$ cat config.mk
export PLATFORM = sky130hd
export DESIGN_NAME = dor_output_router
export DESIGN_NICKNAME = d
export VERILOG_FILES = /design/src/core/dor_pkg.sv /design/src/core/dor_pulse_div.sv /design/src/core/dor_brake_pwm.sv /design/src/core/dor_output_router.sv
export SDC_FILE = /design/constraint.sdc
export NUM_CORES = 2
export LEC_CHECK = 0
export BUFFER_PORTS_ARGS = -buffer_cell sky130_fd_sc_hd__buf_4
export CAP_MARGIN = 30
export CORE_UTILIZATION = 45
export CTS_BUF_LIST = sky130_fd_sc_hd__clkbuf_8
export CTS_CLUSTER_SIZE = 12
export DETAILED_ROUTE_END_ITERATION = 7
export GPL_TIMING_DRIVEN = 1
export HOLD_SLACK_MARGIN = 0.1
export PLACE_DENSITY_LB_ADDON = 0.12
export SYNTH_ARGS = -nofsm -noshare
export SYNTH_HDL_FRONTEND = slang
export SYNTH_SLANG_ARGS = --single-unit
$ cat constraint.sdc
create_clock -name mclk_in -period 6 [get_ports mclk_in]
set_clock_uncertainty 0.1 [all_clocks]
set_input_delay 0 -clock mclk_in [delete_from_list [all_inputs] [get_ports mclk_in]]
set_output_delay 0 -clock mclk_in [all_outputs]
set_load 0.05 [all_outputs]
$ cat src/core/dor_pkg.sv
// Constants and register map of the digital output router.
package dor_pkg;
	localparam int CLK_MHZ = 100;
	localparam int CLK_HZ = CLK_MHZ * 1000000;
	localparam int NUM_OUT = 4;
	localparam int NUM_ROUTE = NUM_OUT + 1;
	localparam int GPO_LSB = 16;
	localparam int SOFT_PULSE_TIME_US = 250;
	localparam int OUT_PULSE_TIME_US = 1000;
	localparam int SOFT_HOLD_CYCLES = SOFT_PULSE_TIME_US * CLK_MHZ;
	localparam int OUT_HOLD_CYCLES = OUT_PULSE_TIME_US * CLK_MHZ;
	localparam logic [5:0] OFF_VALUE = 6'h00;
	localparam logic [5:0] OFF_POLARITY = 6'h04;
	localparam logic [5:0] OFF_MAN_EN = 6'h08;
	localparam logic [5:0] OFF_MAN_VAL = 6'h0c;
	localparam logic [5:0] OFF_APPLIED = 6'h10;
	localparam logic [5:0] OFF_ROUTE_EN = 6'h14;
	localparam logic [5:0] OFF_LED = 6'h18;
	localparam logic [5:0] OFF_BRAKE_CTL = 6'h1c;
	localparam logic [5:0] OFF_PWM_FREQ = 6'h20;
	localparam logic [5:0] OFF_PWM_DUTY = 6'h24;
	localparam logic [5:0] OFF_ROUTE0 = 6'h28;
	localparam logic [5:0] OFF_IO_DIR = 6'h3c;
	localparam int BRAKE_BIT = 0;
	localparam int AUTO_BRAKE_BIT = 0;
	localparam int LED_GREEN_BIT = 0;
	localparam int LED_RED_BIT = 1;
	localparam int ROUTE_INV_BIT = 7;
	localparam logic [15:0] ROUTE_OFF = 16'h0fff;
	localparam logic [15:0] ROUTE_RESET = ROUTE_OFF;
	localparam logic [11:0] PWM_FREQ_MAX = 12'h7d0;
	localparam logic [11:0] PWM_FREQ_RESET = 12'h3e8;
	localparam logic [6:0] PWM_DUTY_MIN = 7'h02;
	localparam logic [6:0] PWM_DUTY_MAX = 7'h64;
	localparam logic [6:0] PWM_DUTY_RESET = 7'h64;
	localparam logic [7:0] SRC_ONE = 8'h00;
	localparam logic [7:0] SRC_ZERO = 8'h01;
	localparam logic [7:0] SRC_ENC_DIV1 = 8'h02;
	localparam logic [7:0] SRC_ENC_DIV64 = 8'h08;
	localparam logic [7:0] SRC_POS_DIV1 = 8'h09;
	localparam logic [7:0] SRC_POS_DIV64 = 8'h0f;
	localparam logic [7:0] SRC_PWM = 8'h10;
	localparam logic [7:0] SRC_PWM_INV = 8'h11;
endpackage

$ cat src/core/dor_pulse_div.sv
// Step pulse divider with a fixed-width output pulse.
`timescale 1ns/1ns
module dor_pulse_div #(
	parameter int HOLD = 100000
) (
	input wire logic mclk_in,
	input wire logic srst_in,
	input wire logic step_in,
	input wire logic [2:0] div_sel_in,
	output logic pulse_out
);
	typedef enum {DOR_IDLE, DOR_HIGH, DOR_LOW} dor_pulse_e;
	dor_pulse_e state;
	logic [5:0] cnt;
	logic [31:0] hold;
	wire [5:0] mask = 6'((7'h01 << div_sel_in) - 7'h01);
	wire fire = step_in && ((cnt & mask) == mask);
	wire hold_done = (hold == 32'(HOLD - 1));

	always_ff @(posedge mclk_in) begin
		if (srst_in) begin
			cnt <= 6'h00;
		end else if (step_in) begin
			cnt <= cnt + 6'h01;
		end
	end

	// A pulse falling due while one is still being shaped is dropped, which caps the rate; every step is still counted.
	always_ff @(posedge mclk_in) begin
		if (srst_in) begin
			state <= DOR_IDLE;
			hold <= 32'h0;
		end else begin
			hold <= (state == DOR_IDLE || hold_done) ? 32'h0 : hold + 32'h1;
			unique case (state)
				DOR_IDLE: if (fire) state <= DOR_HIGH;
				DOR_HIGH: if (hold_done) state <= DOR_LOW;
				DOR_LOW: if (hold_done) state <= DOR_IDLE;
			endcase
		end
	end

	assign pulse_out = (state == DOR_HIGH);
endmodule

$ cat src/core/dor_brake_pwm.sv
// Brake PWM generator with frequency in hertz and duty in percent.
`timescale 1ns/1ns
module dor_brake_pwm
	import dor_pkg::*;
(
	input wire logic mclk_in,
	input wire logic srst_in,
	input wire logic [11:0] freq_in,
	input wire logic [6:0] duty_in,
	output logic pwm_out
);
	logic [27:0] acc;
	// A phase accumulator avoids a hardware divider for the period.
	wire [27:0] sum = acc + 28'(freq_in);
	wire wrap = (sum >= 28'(CLK_HZ));
	wire [39:0] phase = 40'(acc) * 40'h64;
	wire [39:0] limit = 40'(duty_in) * 40'(CLK_HZ);

	always_ff @(posedge mclk_in) begin
		if (srst_in) begin
			acc <= 28'h0;
			pwm_out <= 1'b0;
		end else begin
			acc <= wrap ? sum - 28'(CLK_HZ) : sum;
			pwm_out <= (phase < limit);
		end
	end
endmodule

$ cat src/core/dor_output_router.sv
// Digital output stage: value word, polarity, manual force, routing and brake.
//
// Local design decisions: the Wishbone register port and the address map.
`timescale 1ns/1ns
module dor_output_router
	import dor_pkg::*;
#(
	parameter int SOFT_HOLD_CYC = SOFT_HOLD_CYCLES,
	parameter int OUT_HOLD_CYC = OUT_HOLD_CYCLES
) (
	input wire logic mclk_in,
	input wire logic srst_in,
	input wire logic wb_cyc_in,
	input wire logic wb_stb_in,
	input wire logic wb_we_in,
	input wire logic [5:0] wb_adr_in,
	input wire logic [3:0] wb_sel_in,
	input wire logic [31:0] wb_dat_in,
	output logic [31:0] wb_dat_out,
	output logic wb_ack_out,
	input wire logic op_enabled_in,
	input wire logic enc_step_in,
	input wire logic pos_step_in,
	input wire logic green_blink_in,
	input wire logic red_blink_in,
	output logic [NUM_OUT-1:0] gpo_out,
	output logic [NUM_OUT-1:0] gpo_oe_out,
	output logic soft_pwm_out,
	output logic brake_out,
	output logic led_green_out,
	output logic led_red_out
);
	function automatic logic [31:0] merge(input logic [31:0] old, input logic [31:0] wdat,
		input logic [3:0] sel);
		logic [31:0] res;
		res = old;
		for (int b = 0; b < 4; b++) begin
			if (sel[b]) begin
				res[b*8 +: 8] = wdat[b*8 +: 8];
			end
		end
		return res;
	endfunction

	function automatic logic src_signal(input logic [7:0] src, input logic pulse,
		input logic pwm);
		logic s;
		s = 1'b0;
		if (src == SRC_ONE) begin
			s = 1'b1;
		end else if (src == SRC_ZERO) begin
			s = 1'b0;
		end else if (src >= SRC_ENC_DIV1 && src <= SRC_POS_DIV64) begin
			s = pulse;
		end else if (src == SRC_PWM) begin
			s = pwm;
		end else if (src == SRC_PWM_INV) begin
			s = !pwm;
		end
		return s;
	endfunction

	logic [31:0] value_word;
	logic [31:0] polarity;
	logic [31:0] man_en;
	logic [31:0] man_val;
	logic [31:0] applied;
	logic route_en;
	logic [1:0] led_ctl;
	logic auto_brake;
	logic [11:0] pwm_freq;
	logic [6:0] pwm_duty;
	logic [15:0] route [NUM_ROUTE];
	logic [NUM_OUT-1:0] io_dir;
	logic brake_pwm;

	// Bus decode.
	wire req = wb_cyc_in && wb_stb_in;
	wire wr_fire = req && wb_we_in && wb_ack_out;
	wire [3:0] widx = wb_adr_in[5:2];
	wire [31:0] wmerge_val = merge(value_word, wb_dat_in, wb_sel_in);
	wire [31:0] wmerge_pol = merge(polarity, wb_dat_in, wb_sel_in);
	wire [31:0] wmerge_men = merge(man_en, wb_dat_in, wb_sel_in);
	wire [31:0] wmerge_mvl = merge(man_val, wb_dat_in, wb_sel_in);
	wire [31:0] wmerge_frq = merge(32'(pwm_freq), wb_dat_in, wb_sel_in);
	wire [31:0] wmerge_dty = merge(32'(pwm_duty), wb_dat_in, wb_sel_in);
	wire wr_value = wr_fire && widx == OFF_VALUE[5:2];
	wire wr_pol = wr_fire && widx == OFF_POLARITY[5:2];
	wire wr_men = wr_fire && widx == OFF_MAN_EN[5:2];
	wire wr_mvl = wr_fire && widx == OFF_MAN_VAL[5:2];
	wire wr_ren = wr_fire && widx == OFF_ROUTE_EN[5:2] && wb_sel_in[0];
	wire wr_led = wr_fire && widx == OFF_LED[5:2] && wb_sel_in[0];
	wire wr_brk = wr_fire && widx == OFF_BRAKE_CTL[5:2] && wb_sel_in[0];
	wire wr_dir = wr_fire && widx == OFF_IO_DIR[5:2] && wb_sel_in[0];
	wire frq_ok = wmerge_frq <= 32'(PWM_FREQ_MAX);
	wire wr_frq = wr_fire && widx == OFF_PWM_FREQ[5:2] && frq_ok;
	// duty only within its percent range
	wire dty_ok = wmerge_dty >= 32'(PWM_DUTY_MIN) && wmerge_dty <= 32'(PWM_DUTY_MAX);
	wire wr_dty = wr_fire && widx == OFF_PWM_DUTY[5:2] && dty_ok;

	always_ff @(posedge mclk_in) begin
		if (srst_in) begin
			value_word <= 32'h0;
			polarity <= 32'h0;
			man_en <= 32'h0;
			man_val <= 32'h0;
		end else begin
			if (wr_value) value_word <= wmerge_val;
			if (wr_pol) polarity <= wmerge_pol;
			if (wr_men) man_en <= wmerge_men;
			if (wr_mvl) man_val <= wmerge_mvl;
		end
	end

	always_ff @(posedge mclk_in) begin
		if (srst_in) begin
			route_en <= 1'b0;
			led_ctl <= 2'h0;
			auto_brake <= 1'b0;
			io_dir <= '0;
			pwm_freq <= PWM_FREQ_RESET;
			pwm_duty <= PWM_DUTY_RESET;
		end else begin
			if (wr_ren) route_en <= wb_dat_in[0];
			if (wr_led) led_ctl <= wb_dat_in[1:0];
			if (wr_brk) auto_brake <= wb_dat_in[AUTO_BRAKE_BIT];
			// only the first pins can be outputs
			if (wr_dir) io_dir <= wb_dat_in[NUM_OUT-1:0];
			if (wr_frq) pwm_freq <= wmerge_frq[11:0];
			if (wr_dty) pwm_duty <= wmerge_dty[6:0];
		end
	end

	// Read view, one word per index; all 16 indices are mapped.
	logic [31:0] view [16];
	assign view[0] = value_word;
	assign view[1] = polarity;
	assign view[2] = man_en;
	assign view[3] = man_val;
	assign view[4] = applied;
	assign view[5] = 32'(route_en);
	assign view[6] = 32'(led_ctl);
	assign view[7] = 32'(auto_brake);
	assign view[8] = 32'(pwm_freq);
	assign view[9] = 32'(pwm_duty);
	assign view[15] = 32'(io_dir);

	always_ff @(posedge mclk_in) begin
		if (srst_in) begin
			wb_ack_out <= 1'b0;
			wb_dat_out <= 32'h0;
		end else begin
			wb_ack_out <= req && !wb_ack_out;
			if (req && !wb_ack_out) wb_dat_out <= view[widx];
		end
	end

	// automatic brake releases only while operation is enabled
	wire brake_req = auto_brake ? op_enabled_in : value_word[BRAKE_BIT];
	wire [31:0] eff_word = {value_word[31:1], brake_req};

	logic [NUM_OUT:0] route_act;
	logic [NUM_OUT:0] routed;
	logic [31:0] norm;
	assign norm[GPO_LSB-1:0] = eff_word[GPO_LSB-1:0];
	assign norm[31:GPO_LSB+NUM_OUT] = eff_word[31:GPO_LSB+NUM_OUT];

	for (genvar i = 0; i < NUM_ROUTE; i++) begin : g_route
		wire [7:0] src = route[i][15:8];
		wire [4:0] bidx = route[i][4:0];
		wire gate = eff_word[bidx] ^ route[i][ROUTE_INV_BIT];
		wire is_pos = src >= SRC_POS_DIV1 && src <= SRC_POS_DIV64;
		wire [7:0] dsel = is_pos ? src - SRC_POS_DIV1 : src - SRC_ENC_DIV1;
		wire pulse;
		wire wr_ent = wr_fire && widx == 4'(OFF_ROUTE0[5:2] + i);
		wire [31:0] ent_merge = merge(32'(route[i]), wb_dat_in, wb_sel_in);

		always_ff @(posedge mclk_in) begin
			if (srst_in) begin
				route[i] <= ROUTE_RESET;
			end else if (wr_ent) begin
				route[i] <= ent_merge[15:0];
			end
		end
		assign view[10+i] = 32'(route[i]);

		// divided step pulses; entry 0 runs at the faster rate
		dor_pulse_div #(
			.HOLD(i == 0 ? SOFT_HOLD_CYC : OUT_HOLD_CYC)
		) u_div (
			.mclk_in(mclk_in),
			.srst_in(srst_in),
			.step_in(is_pos ? pos_step_in : enc_step_in),
			.div_sel_in(dsel[2:0]),
			.pulse_out(pulse)
		);

		assign route_act[i] = route_en && route[i] != ROUTE_OFF;
		assign routed[i] = gate && src_signal(src, pulse, brake_pwm);
		if (i > 0) begin : g_gpo
			// entry i feeds output i; output n at bit 15+n
			assign norm[GPO_LSB+i-1] = route_act[i] ? routed[i] : eff_word[GPO_LSB+i-1];
		end
	end

	dor_brake_pwm u_pwm (
		.mclk_in(mclk_in),
		.srst_in(srst_in),
		.freq_in(pwm_freq),
		.duty_in(pwm_duty),
		.pwm_out(brake_pwm)
	);

	// polarity; manual override; order of processing
	wire [31:0] next_applied = ((norm ^ polarity) & ~man_en) | (man_val & man_en);

	always_ff @(posedge mclk_in) begin
		if (srst_in) begin
			applied <= 32'h0;
			brake_out <= 1'b0;
			soft_pwm_out <= 1'b0;
			led_green_out <= 1'b0;
			led_red_out <= 1'b0;
		end else begin
			applied <= next_applied;
			// bit 0 drives the brake; gated by PWM
			brake_out <= applied[BRAKE_BIT] && brake_pwm;
			soft_pwm_out <= route_act[0] && routed[0];
			led_green_out <= led_ctl[LED_GREEN_BIT] && green_blink_in;
			led_red_out <= led_ctl[LED_RED_BIT] && red_blink_in;
		end
	end

	assign gpo_out = applied[GPO_LSB +: NUM_OUT];
	assign gpo_oe_out = io_dir;

	wire plain16 = !route_en && !man_en[16] && !polarity[16];

	AST_DIRECT_OUT1: assert property (@(posedge mclk_in) disable iff (srst_in)
		plain16 |=> gpo_out[0] == $past(value_word[16]))
		else $error("output 1 does not follow bit 16");
	AST_POLARITY: assert property (@(posedge mclk_in) disable iff (srst_in)
		(!route_en && !man_en[17] && polarity[17]) |=> gpo_out[1] != $past(value_word[17]))
		else $error("inverted output 2 not inverted");
	AST_MANUAL: assert property (@(posedge mclk_in) disable iff (srst_in)
		man_en[BRAKE_BIT] |=> applied[BRAKE_BIT] == $past(man_val[BRAKE_BIT]))
		else $error("manual brake value not applied");
	AST_AUTO_BRAKE: assert property (@(posedge mclk_in) disable iff (srst_in)
		(auto_brake && !op_enabled_in && !man_en[0] && !polarity[0]) [*2] |=> !brake_out)
		else $error("brake released outside operation enabled");
	AST_LED_OFF: assert property (@(posedge mclk_in) disable iff (srst_in)
		!led_ctl[LED_GREEN_BIT] |=> !led_green_out)
		else $error("green LED on while disabled");
	AST_ROUTE_OFF: assert property (@(posedge mclk_in) disable iff (srst_in)
		(route_en && route[1] == ROUTE_OFF && !man_en[16] && !polarity[16])
		|=> applied[16] == $past(value_word[16]))
		else $error("disabled route did not fall back");
	AST_CONST_ONE: assert property (@(posedge mclk_in) disable iff (srst_in)
		(route_act[1] && route[1][15:8] == SRC_ONE && g_route[1].gate
		&& !man_en[16] && !polarity[16]) |=> applied[16])
		else $error("constant one source not applied");
	AST_FREQ_REJECT: assert property (@(posedge mclk_in) disable iff (srst_in)
		(wr_fire && widx == OFF_PWM_FREQ[5:2] && !frq_ok) |=> $stable(pwm_freq))
		else $error("frequency above maximum accepted");
	AST_DUTY_RANGE: assert property (@(posedge mclk_in) disable iff (srst_in)
		pwm_duty >= PWM_DUTY_MIN && pwm_duty <= PWM_DUTY_MAX)
		else $error("duty outside percent range");
	AST_ACK: assert property (@(posedge mclk_in) disable iff (srst_in)
		(req && !wb_ack_out) |=> wb_ack_out ##1 !wb_ack_out)
		else $error("bus ack not a single cycle after request");

	// The gpo_out checks below look one edge after the registers that feed the applied word; the brake check looks one edge after applied.
	AST_MAN_GPO: assert property (@(posedge mclk_in) disable iff (srst_in)
		man_en[GPO_LSB] |=> gpo_out[0] == $past(man_val[GPO_LSB]))
		else $error("manual value not applied to output 1");
	AST_ORDER: assert property (@(posedge mclk_in) disable iff (srst_in)
		(!route_en && !man_en[GPO_LSB+2])
		|=> gpo_out[2] == $past(value_word[GPO_LSB+2] ^ polarity[GPO_LSB+2]))
		else $error("output 3 not the polarity-adjusted value");
	AST_BRAKE_PIN: assert property (@(posedge mclk_in) disable iff (srst_in)
		!applied[BRAKE_BIT] |=> !brake_out)
		else $error("brake driven while applied bit 0 is clear");
	AST_RED_OFF: assert property (@(posedge mclk_in) disable iff (srst_in)
		!led_ctl[LED_RED_BIT] |=> !led_red_out)
		else $error("red LED on while disabled");
	AST_LED_ON: assert property (@(posedge mclk_in) disable iff (srst_in)
		(led_ctl[LED_GREEN_BIT] && green_blink_in) |=> led_green_out)
		else $error("enabled green LED does not follow its pattern");
	AST_DIRECT: assert property (@(posedge mclk_in) disable iff (srst_in)
		(!route_en && !man_en[GPO_LSB+3] && !polarity[GPO_LSB+3])
		|=> gpo_out[3] == $past(value_word[GPO_LSB+3]))
		else $error("output 4 not under direct control");
	AST_ROUTE_EN: assert property (@(posedge mclk_in) disable iff (srst_in)
		wr_ren |=> route_en == $past(wb_dat_in[0]))
		else $error("routing enable write lost");
	AST_CONST_ZERO: assert property (@(posedge mclk_in) disable iff (srst_in)
		(route_act[1] && route[1][15:8] == SRC_ZERO
		&& !man_en[GPO_LSB] && !polarity[GPO_LSB]) |=> !applied[GPO_LSB])
		else $error("constant zero source not applied");
	AST_GATE_OFF: assert property (@(posedge mclk_in) disable iff (srst_in)
		(route_act[1] && !g_route[1].gate && !man_en[GPO_LSB] && !polarity[GPO_LSB])
		|=> !applied[GPO_LSB])
		else $error("gated-off route still drives output 1");
	AST_PWM_ROUTE: assert property (@(posedge mclk_in) disable iff (srst_in)
		(route_act[1] && route[1][15:8] == SRC_PWM && g_route[1].gate
		&& !man_en[GPO_LSB] && !polarity[GPO_LSB])
		|=> applied[GPO_LSB] == $past(brake_pwm))
		else $error("brake PWM not routed to output 1");
	AST_SOFT_OFF: assert property (@(posedge mclk_in) disable iff (srst_in)
		!route_act[0] |=> !soft_pwm_out)
		else $error("soft PWM pin active without a route");
	AST_OE_DIR: assert property (@(posedge mclk_in) disable iff (srst_in)
		wr_dir |=> gpo_oe_out == $past(wb_dat_in[NUM_OUT-1:0]))
		else $error("pin direction not taken from the write");
	AST_FREQ_ACCEPT: assert property (@(posedge mclk_in) disable iff (srst_in)
		(wr_frq && wb_sel_in == 4'hf) |=> pwm_freq == $past(wb_dat_in[11:0]))
		else $error("valid frequency not accepted");
	AST_DUTY_ACCEPT: assert property (@(posedge mclk_in) disable iff (srst_in)
		(wr_dty && wb_sel_in == 4'hf) |=> pwm_duty == $past(wb_dat_in[6:0]))
		else $error("valid duty not accepted");
	AST_DUTY_REJECT: assert property (@(posedge mclk_in) disable iff (srst_in)
		(wr_fire && widx == OFF_PWM_DUTY[5:2] && !dty_ok) |=> $stable(pwm_duty))
		else $error("duty outside its range accepted");
	AST_READ_ROUTE: assert property (@(posedge mclk_in) disable iff (srst_in)
		(req && !wb_ack_out && !wb_we_in && widx == OFF_ROUTE0[5:2])
		|=> wb_dat_out == 32'($past(route[0])))
		else $error("soft PWM entry read back wrong");
	AST_READ_APPLIED: assert property (@(posedge mclk_in) disable iff (srst_in)
		(req && !wb_ack_out && !wb_we_in && widx == OFF_APPLIED[5:2])
		|=> wb_dat_out == $past(applied))
		else $error("applied pattern read back wrong");
	AST_WR_VALUE: assert property (@(posedge mclk_in) disable iff (srst_in)
		(wr_value && wb_sel_in == 4'hf) |=> value_word == $past(wb_dat_in))
		else $error("value word write lost");
	AST_AUTO_RELEASE: assert property (@(posedge mclk_in) disable iff (srst_in)
		(auto_brake && op_enabled_in && !man_en[BRAKE_BIT] && !polarity[BRAKE_BIT]) [*2]
		|=> brake_out == $past(brake_pwm))
		else $error("brake not released in operation enabled");
endmodule

==> impl_metrics.ini <==
[clocking]
clk_pin_slew_worst_paths_ns = 0.06
htree_levels = 3
cts_buffers = 97
insertion_delay_ns = 0.72
cts.sinks = 533
root_buffer = clkbuf_8
cts_tree = built
cts_buffer_depth = 3

[sta]
rsz0062_at_grt = no
finalCriticalPeriod_ns = 5.61
hold_ws_ns = 0.151
fin_tns_setup_ns = 0
slew_violations = 0
fmax_mhz = 178
finalSetupViolCount = 0
hold_violations = 0
fin_crit_sh_pct = 93.5
tightest_slew_ns = 1.02
slew_headroom_pct = 31.9

[worst_setup_path]
critPathLaunchType = register
path_class = reg -> reg
endpoint_kind = register
reg2reg_from = pwm_duty[4]
crit_path_top_delay_cell = fa_1
reg2reg_slack_ns = 0.39
arrival_ns = 6.17
critPathMostFrequentCell = fa_1
critical_path.max_fanout = 4
crit_required_ns = 6.55
regToRegEndpoint = u_pwm.pwm_out
worstPathCellList = fa_1, fa_1, inv_1, fa_1, inv_1, fa_1, ha_1, o21ai_0, nand2b_1, and3_1, o31ai_4, a211o_1, nand4_1, a31o_2, a21oi_1, xnor2_1, ha_1, a211oi_1, nand2_1, a21oi_1, o211ai_1, a21oi_1
cpPeakStageDelay_ns = 0.55
reg2regPathDepth = 22

[detailed_routing]
drc = 0
vias = 27100
routed_wl_um = 89400
ant_nets = 0
first_pass_iters = 5
wl_per_cell_um = 18.2
drtIter0Drc = 2012
vias_per_cell = 5.53

[power_and_ir_drop]
seqPwrFrac_pct = 42.7
ir_worst_vdd_uv = 187
power_frac_comb_pct = 18.4
p_switching_mw = 2.65
clockPowerShare_pct = 39.0
swShare_pct = 30.2
power.internal_mw = 6.12
leakage_nw = 14.5
powerDensity_nw_per_um2 = 234

[final_layout]
areaGrowthSynthToFinish_pct = 13.9
layout.nets = 4218
drive_gt1_share_pct = 10.1

[synth]
ys_ff_latch = 533
synth_cell_types = 94
async_flop_share_pct = 0
synth_flop_cell = dfxtp_1
avgSynthCellArea_um2 = 8.85
synth_edf_count = 80
yosys_warnings = 0
synth_fp_nets = 4059
syn_inst = 3723
ys_seq_area_share_pct = 34.8
syn_area_um2 = 32900

[grt]
gr-total-overflow = 0
grt_max_degree = 150
first_global_vias = 26200
antenna_found_initial = 4
grt_use_total_pct = 24.1
grt_pass1_wl_um = 144000

[min_path]
hp-class = in -> reg
hold_start = wb_dat_in[7]
holdPathEnd = route[2][7]
min_path_cells = 3

[die]
die_w_um = 273
io_pins = 97
die_h_um = 273
die-area_um2 = 74300
core_um2 = 72000
start_util_pct = 45.8
rows = 98

[placed_design]
io_buffers = 94
hpwlAfterDp_um = 61600
place_congestion = 0.870

[flow_run]
cap_violations = 0

[outcome]
status = finished, final reports clean
-- cells in the mapped netlist, types with 8 or more instances --
| library cell | instances | area [µm²] |
|---|---|---|
| dfxtp_1 | 453 | 9070 |
| nor2_1 | 439 | 1650 |
| nand2_1 | 315 | 1180 |
| a21oi_1 | 274 | 1370 |
| inv_1 | 246 | 923 |
| nand3_1 | 244 | 1220 |
| ha_1 | 230 | 2880 |
| xnor2_1 | 149 | 1310 |
| clkbuf_1 | 147 | 552 |
| xor2_1 | 124 | 1090 |
| mux4_2 | 89 | 2000 |
| nor3_1 | 85 | 425 |
| edfxtp_1 | 80 | 2400 |
| mux2i_1 | 72 | 721 |
| o21ai_0 | 71 | 355 |
| nand4_1 | 61 | 382 |
| nand2b_1 | 55 | 344 |
| fa_1 | 54 | 1080 |
| or3_1 | 50 | 313 |
| and3_1 | 47 | 294 |
| a21o_1 | 40 | 300 |
| and2_1 | 31 | 194 |
| nor4_1 | 29 | 181 |
| a211oi_1 | 28 | 210 |
| a221oi_1 | 23 | 201 |
| nor2b_1 | 23 | 144 |
| o21a_1 | 20 | 150 |
| buf_1 | 15 | 56.3 |
| a31oi_1 | 14 | 87.6 |
| o22ai_1 | 14 | 87.6 |
| a211o_1 | 12 | 105 |
| and4_1 | 9 | 78.8 |
| a311oi_1 | 8 | 70.1 |
| mux2_2 | 8 | 90.1 |
| nand3b_1 | 8 | 60.1 |
| o211ai_1 | 8 | 60.1 |
| o21ai_1 | 8 | 40.0 |
| or4_1 | 8 | 60.1 |
-- per-stage QoR --
| stage | utilization (%) | cell area [µm²] | setup slack [ns] | power, mW | cells |
|---|---|---|---|---|---|
| after detailed placement | 48.0 | 34500 | 0.186 | 5.38 | 4626 |
| final | 52.1 | 37500 | 0.388 | 8.77 | 4911 |
| after CTS | 52.1 | 37500 | 0.215 | 8.87 | 4908 |
| after global placement | 47.9 | 34400 | 0.266 | 5.37 | 4623 |
| after floorplan | - | 32900 | 0.552 | 4.97 | 3723 |
| after global routing | 52.1 | 37500 | 0.0308 | 9.25 | 4910 |
-- cell usage in the layout (no fill, tap or decap), drive strengths merged, types with 12 or more instances in the layout --
cell type and n:
and3 47, o21ai 81, nand4 62, xnor2 151
a211oi 31, or3 50, dlygate4sd3 107, nor2 439
inv 281, nand2b 55, dfxtp 453, a21oi 276
clkinv 22, a31oi 17, a221oi 23, edfxtp 80
xor2 124, nor3 86, buf 124, a21o 40
nor4 31, clkbuf 114, mux2i 72, a211o 12
o22ai 15, nand3 245, fa 54, ha 230
o21a 20, mux4 89, nand2 315, nor2b 23
and2 31
-- area by class of cell --
type | count | area [µm²]
antenna | 3 | 7.51
clock buffer | 114 | 1570
clock inverter | 61 | 340
fill | 6792 | 34500
inverter | 247 | 927
multi-input combinational | 2772 | 19900
sequential | 533 | 11500
tap | 950 | 1190
timing repair buffer | 231 | 2080
-- registers in the layout, indices dropped and copies added (netlist names), 2 cells and up --
name and flops:
led_ctl 2, gpo_oe_out 4, man_val 32, route 80
polarity 32, u_pwm.acc 28, g_route.u_div.hold 160, wb_dat_out 32
value_word 32, applied 32, man_en 32, pwm_duty 7
pwm_freq 12, g_route.u_div.state 10, g_route.u_div.cnt 30
-- per-layer routing --
layer	vias to the layer above	wire [µm]	GRT usage (%)
met5	-	8	0
met3	151	5180	4.22
met1	12900	41600	33.3
li1	13400	-	-
met2	649	40500	38.9
met4	2	2090	6.24
-- repair_timing --
item	CTS	global route
endpoints found under the hold margin	514	0
resized for setup	0	3
hold buffers	107	0
setup buffers	0	0
endpoints found under the setup margin	0	1
-- power groups by stage --
stage	Clock (mW)	Sequential [mW]	Combinational, mW
after floorplan	0	3.85	1.12
after global placement	0	3.82	1.55
after detailed placement	0	3.82	1.56
after CTS	3.51	3.74	1.62
after global routing	3.66	3.75	1.84
final	3.42	3.74	1.61
-- logic make-up after synthesis --
family / share of synthesized area, %
and+or+nand+nor: 20.6
AOI/OAI and AO/OA: 11.8
DFF: 34.8
buffers and inverters: 4.86
adders and majority gates: 12.0
xor gates and xnor gates: 7.36
muxes: 8.55
-- worst max-delay path: cells and delay by family, from the launching register on --
kind	cells	cell delay (ns)
buffers and inverters	2	0.13
DFF	1	0.32
AOI/OAI and AO/OA	9	1.66
adders and majority gates	6	2.67
xor gates and xnor gates	1	0.15
and+or+nand+nor	4	0.52
-- how the worst max path moves through the flow --
stage                      startpoint             to  cells past startpoint
after global routing      pwm_duty[4]  u_pwm.pwm_out                     22
final                     pwm_duty[4]  u_pwm.pwm_out                     22
after CTS                 pwm_duty[4]  u_pwm.pwm_out                     22
after floorplan           pwm_duty[5]  u_pwm.pwm_out                     22
after detailed placement  pwm_duty[3]  u_pwm.pwm_out                     24
after global placement    pwm_duty[3]  u_pwm.pwm_out                     24
(Power assumes the default switching activity.)
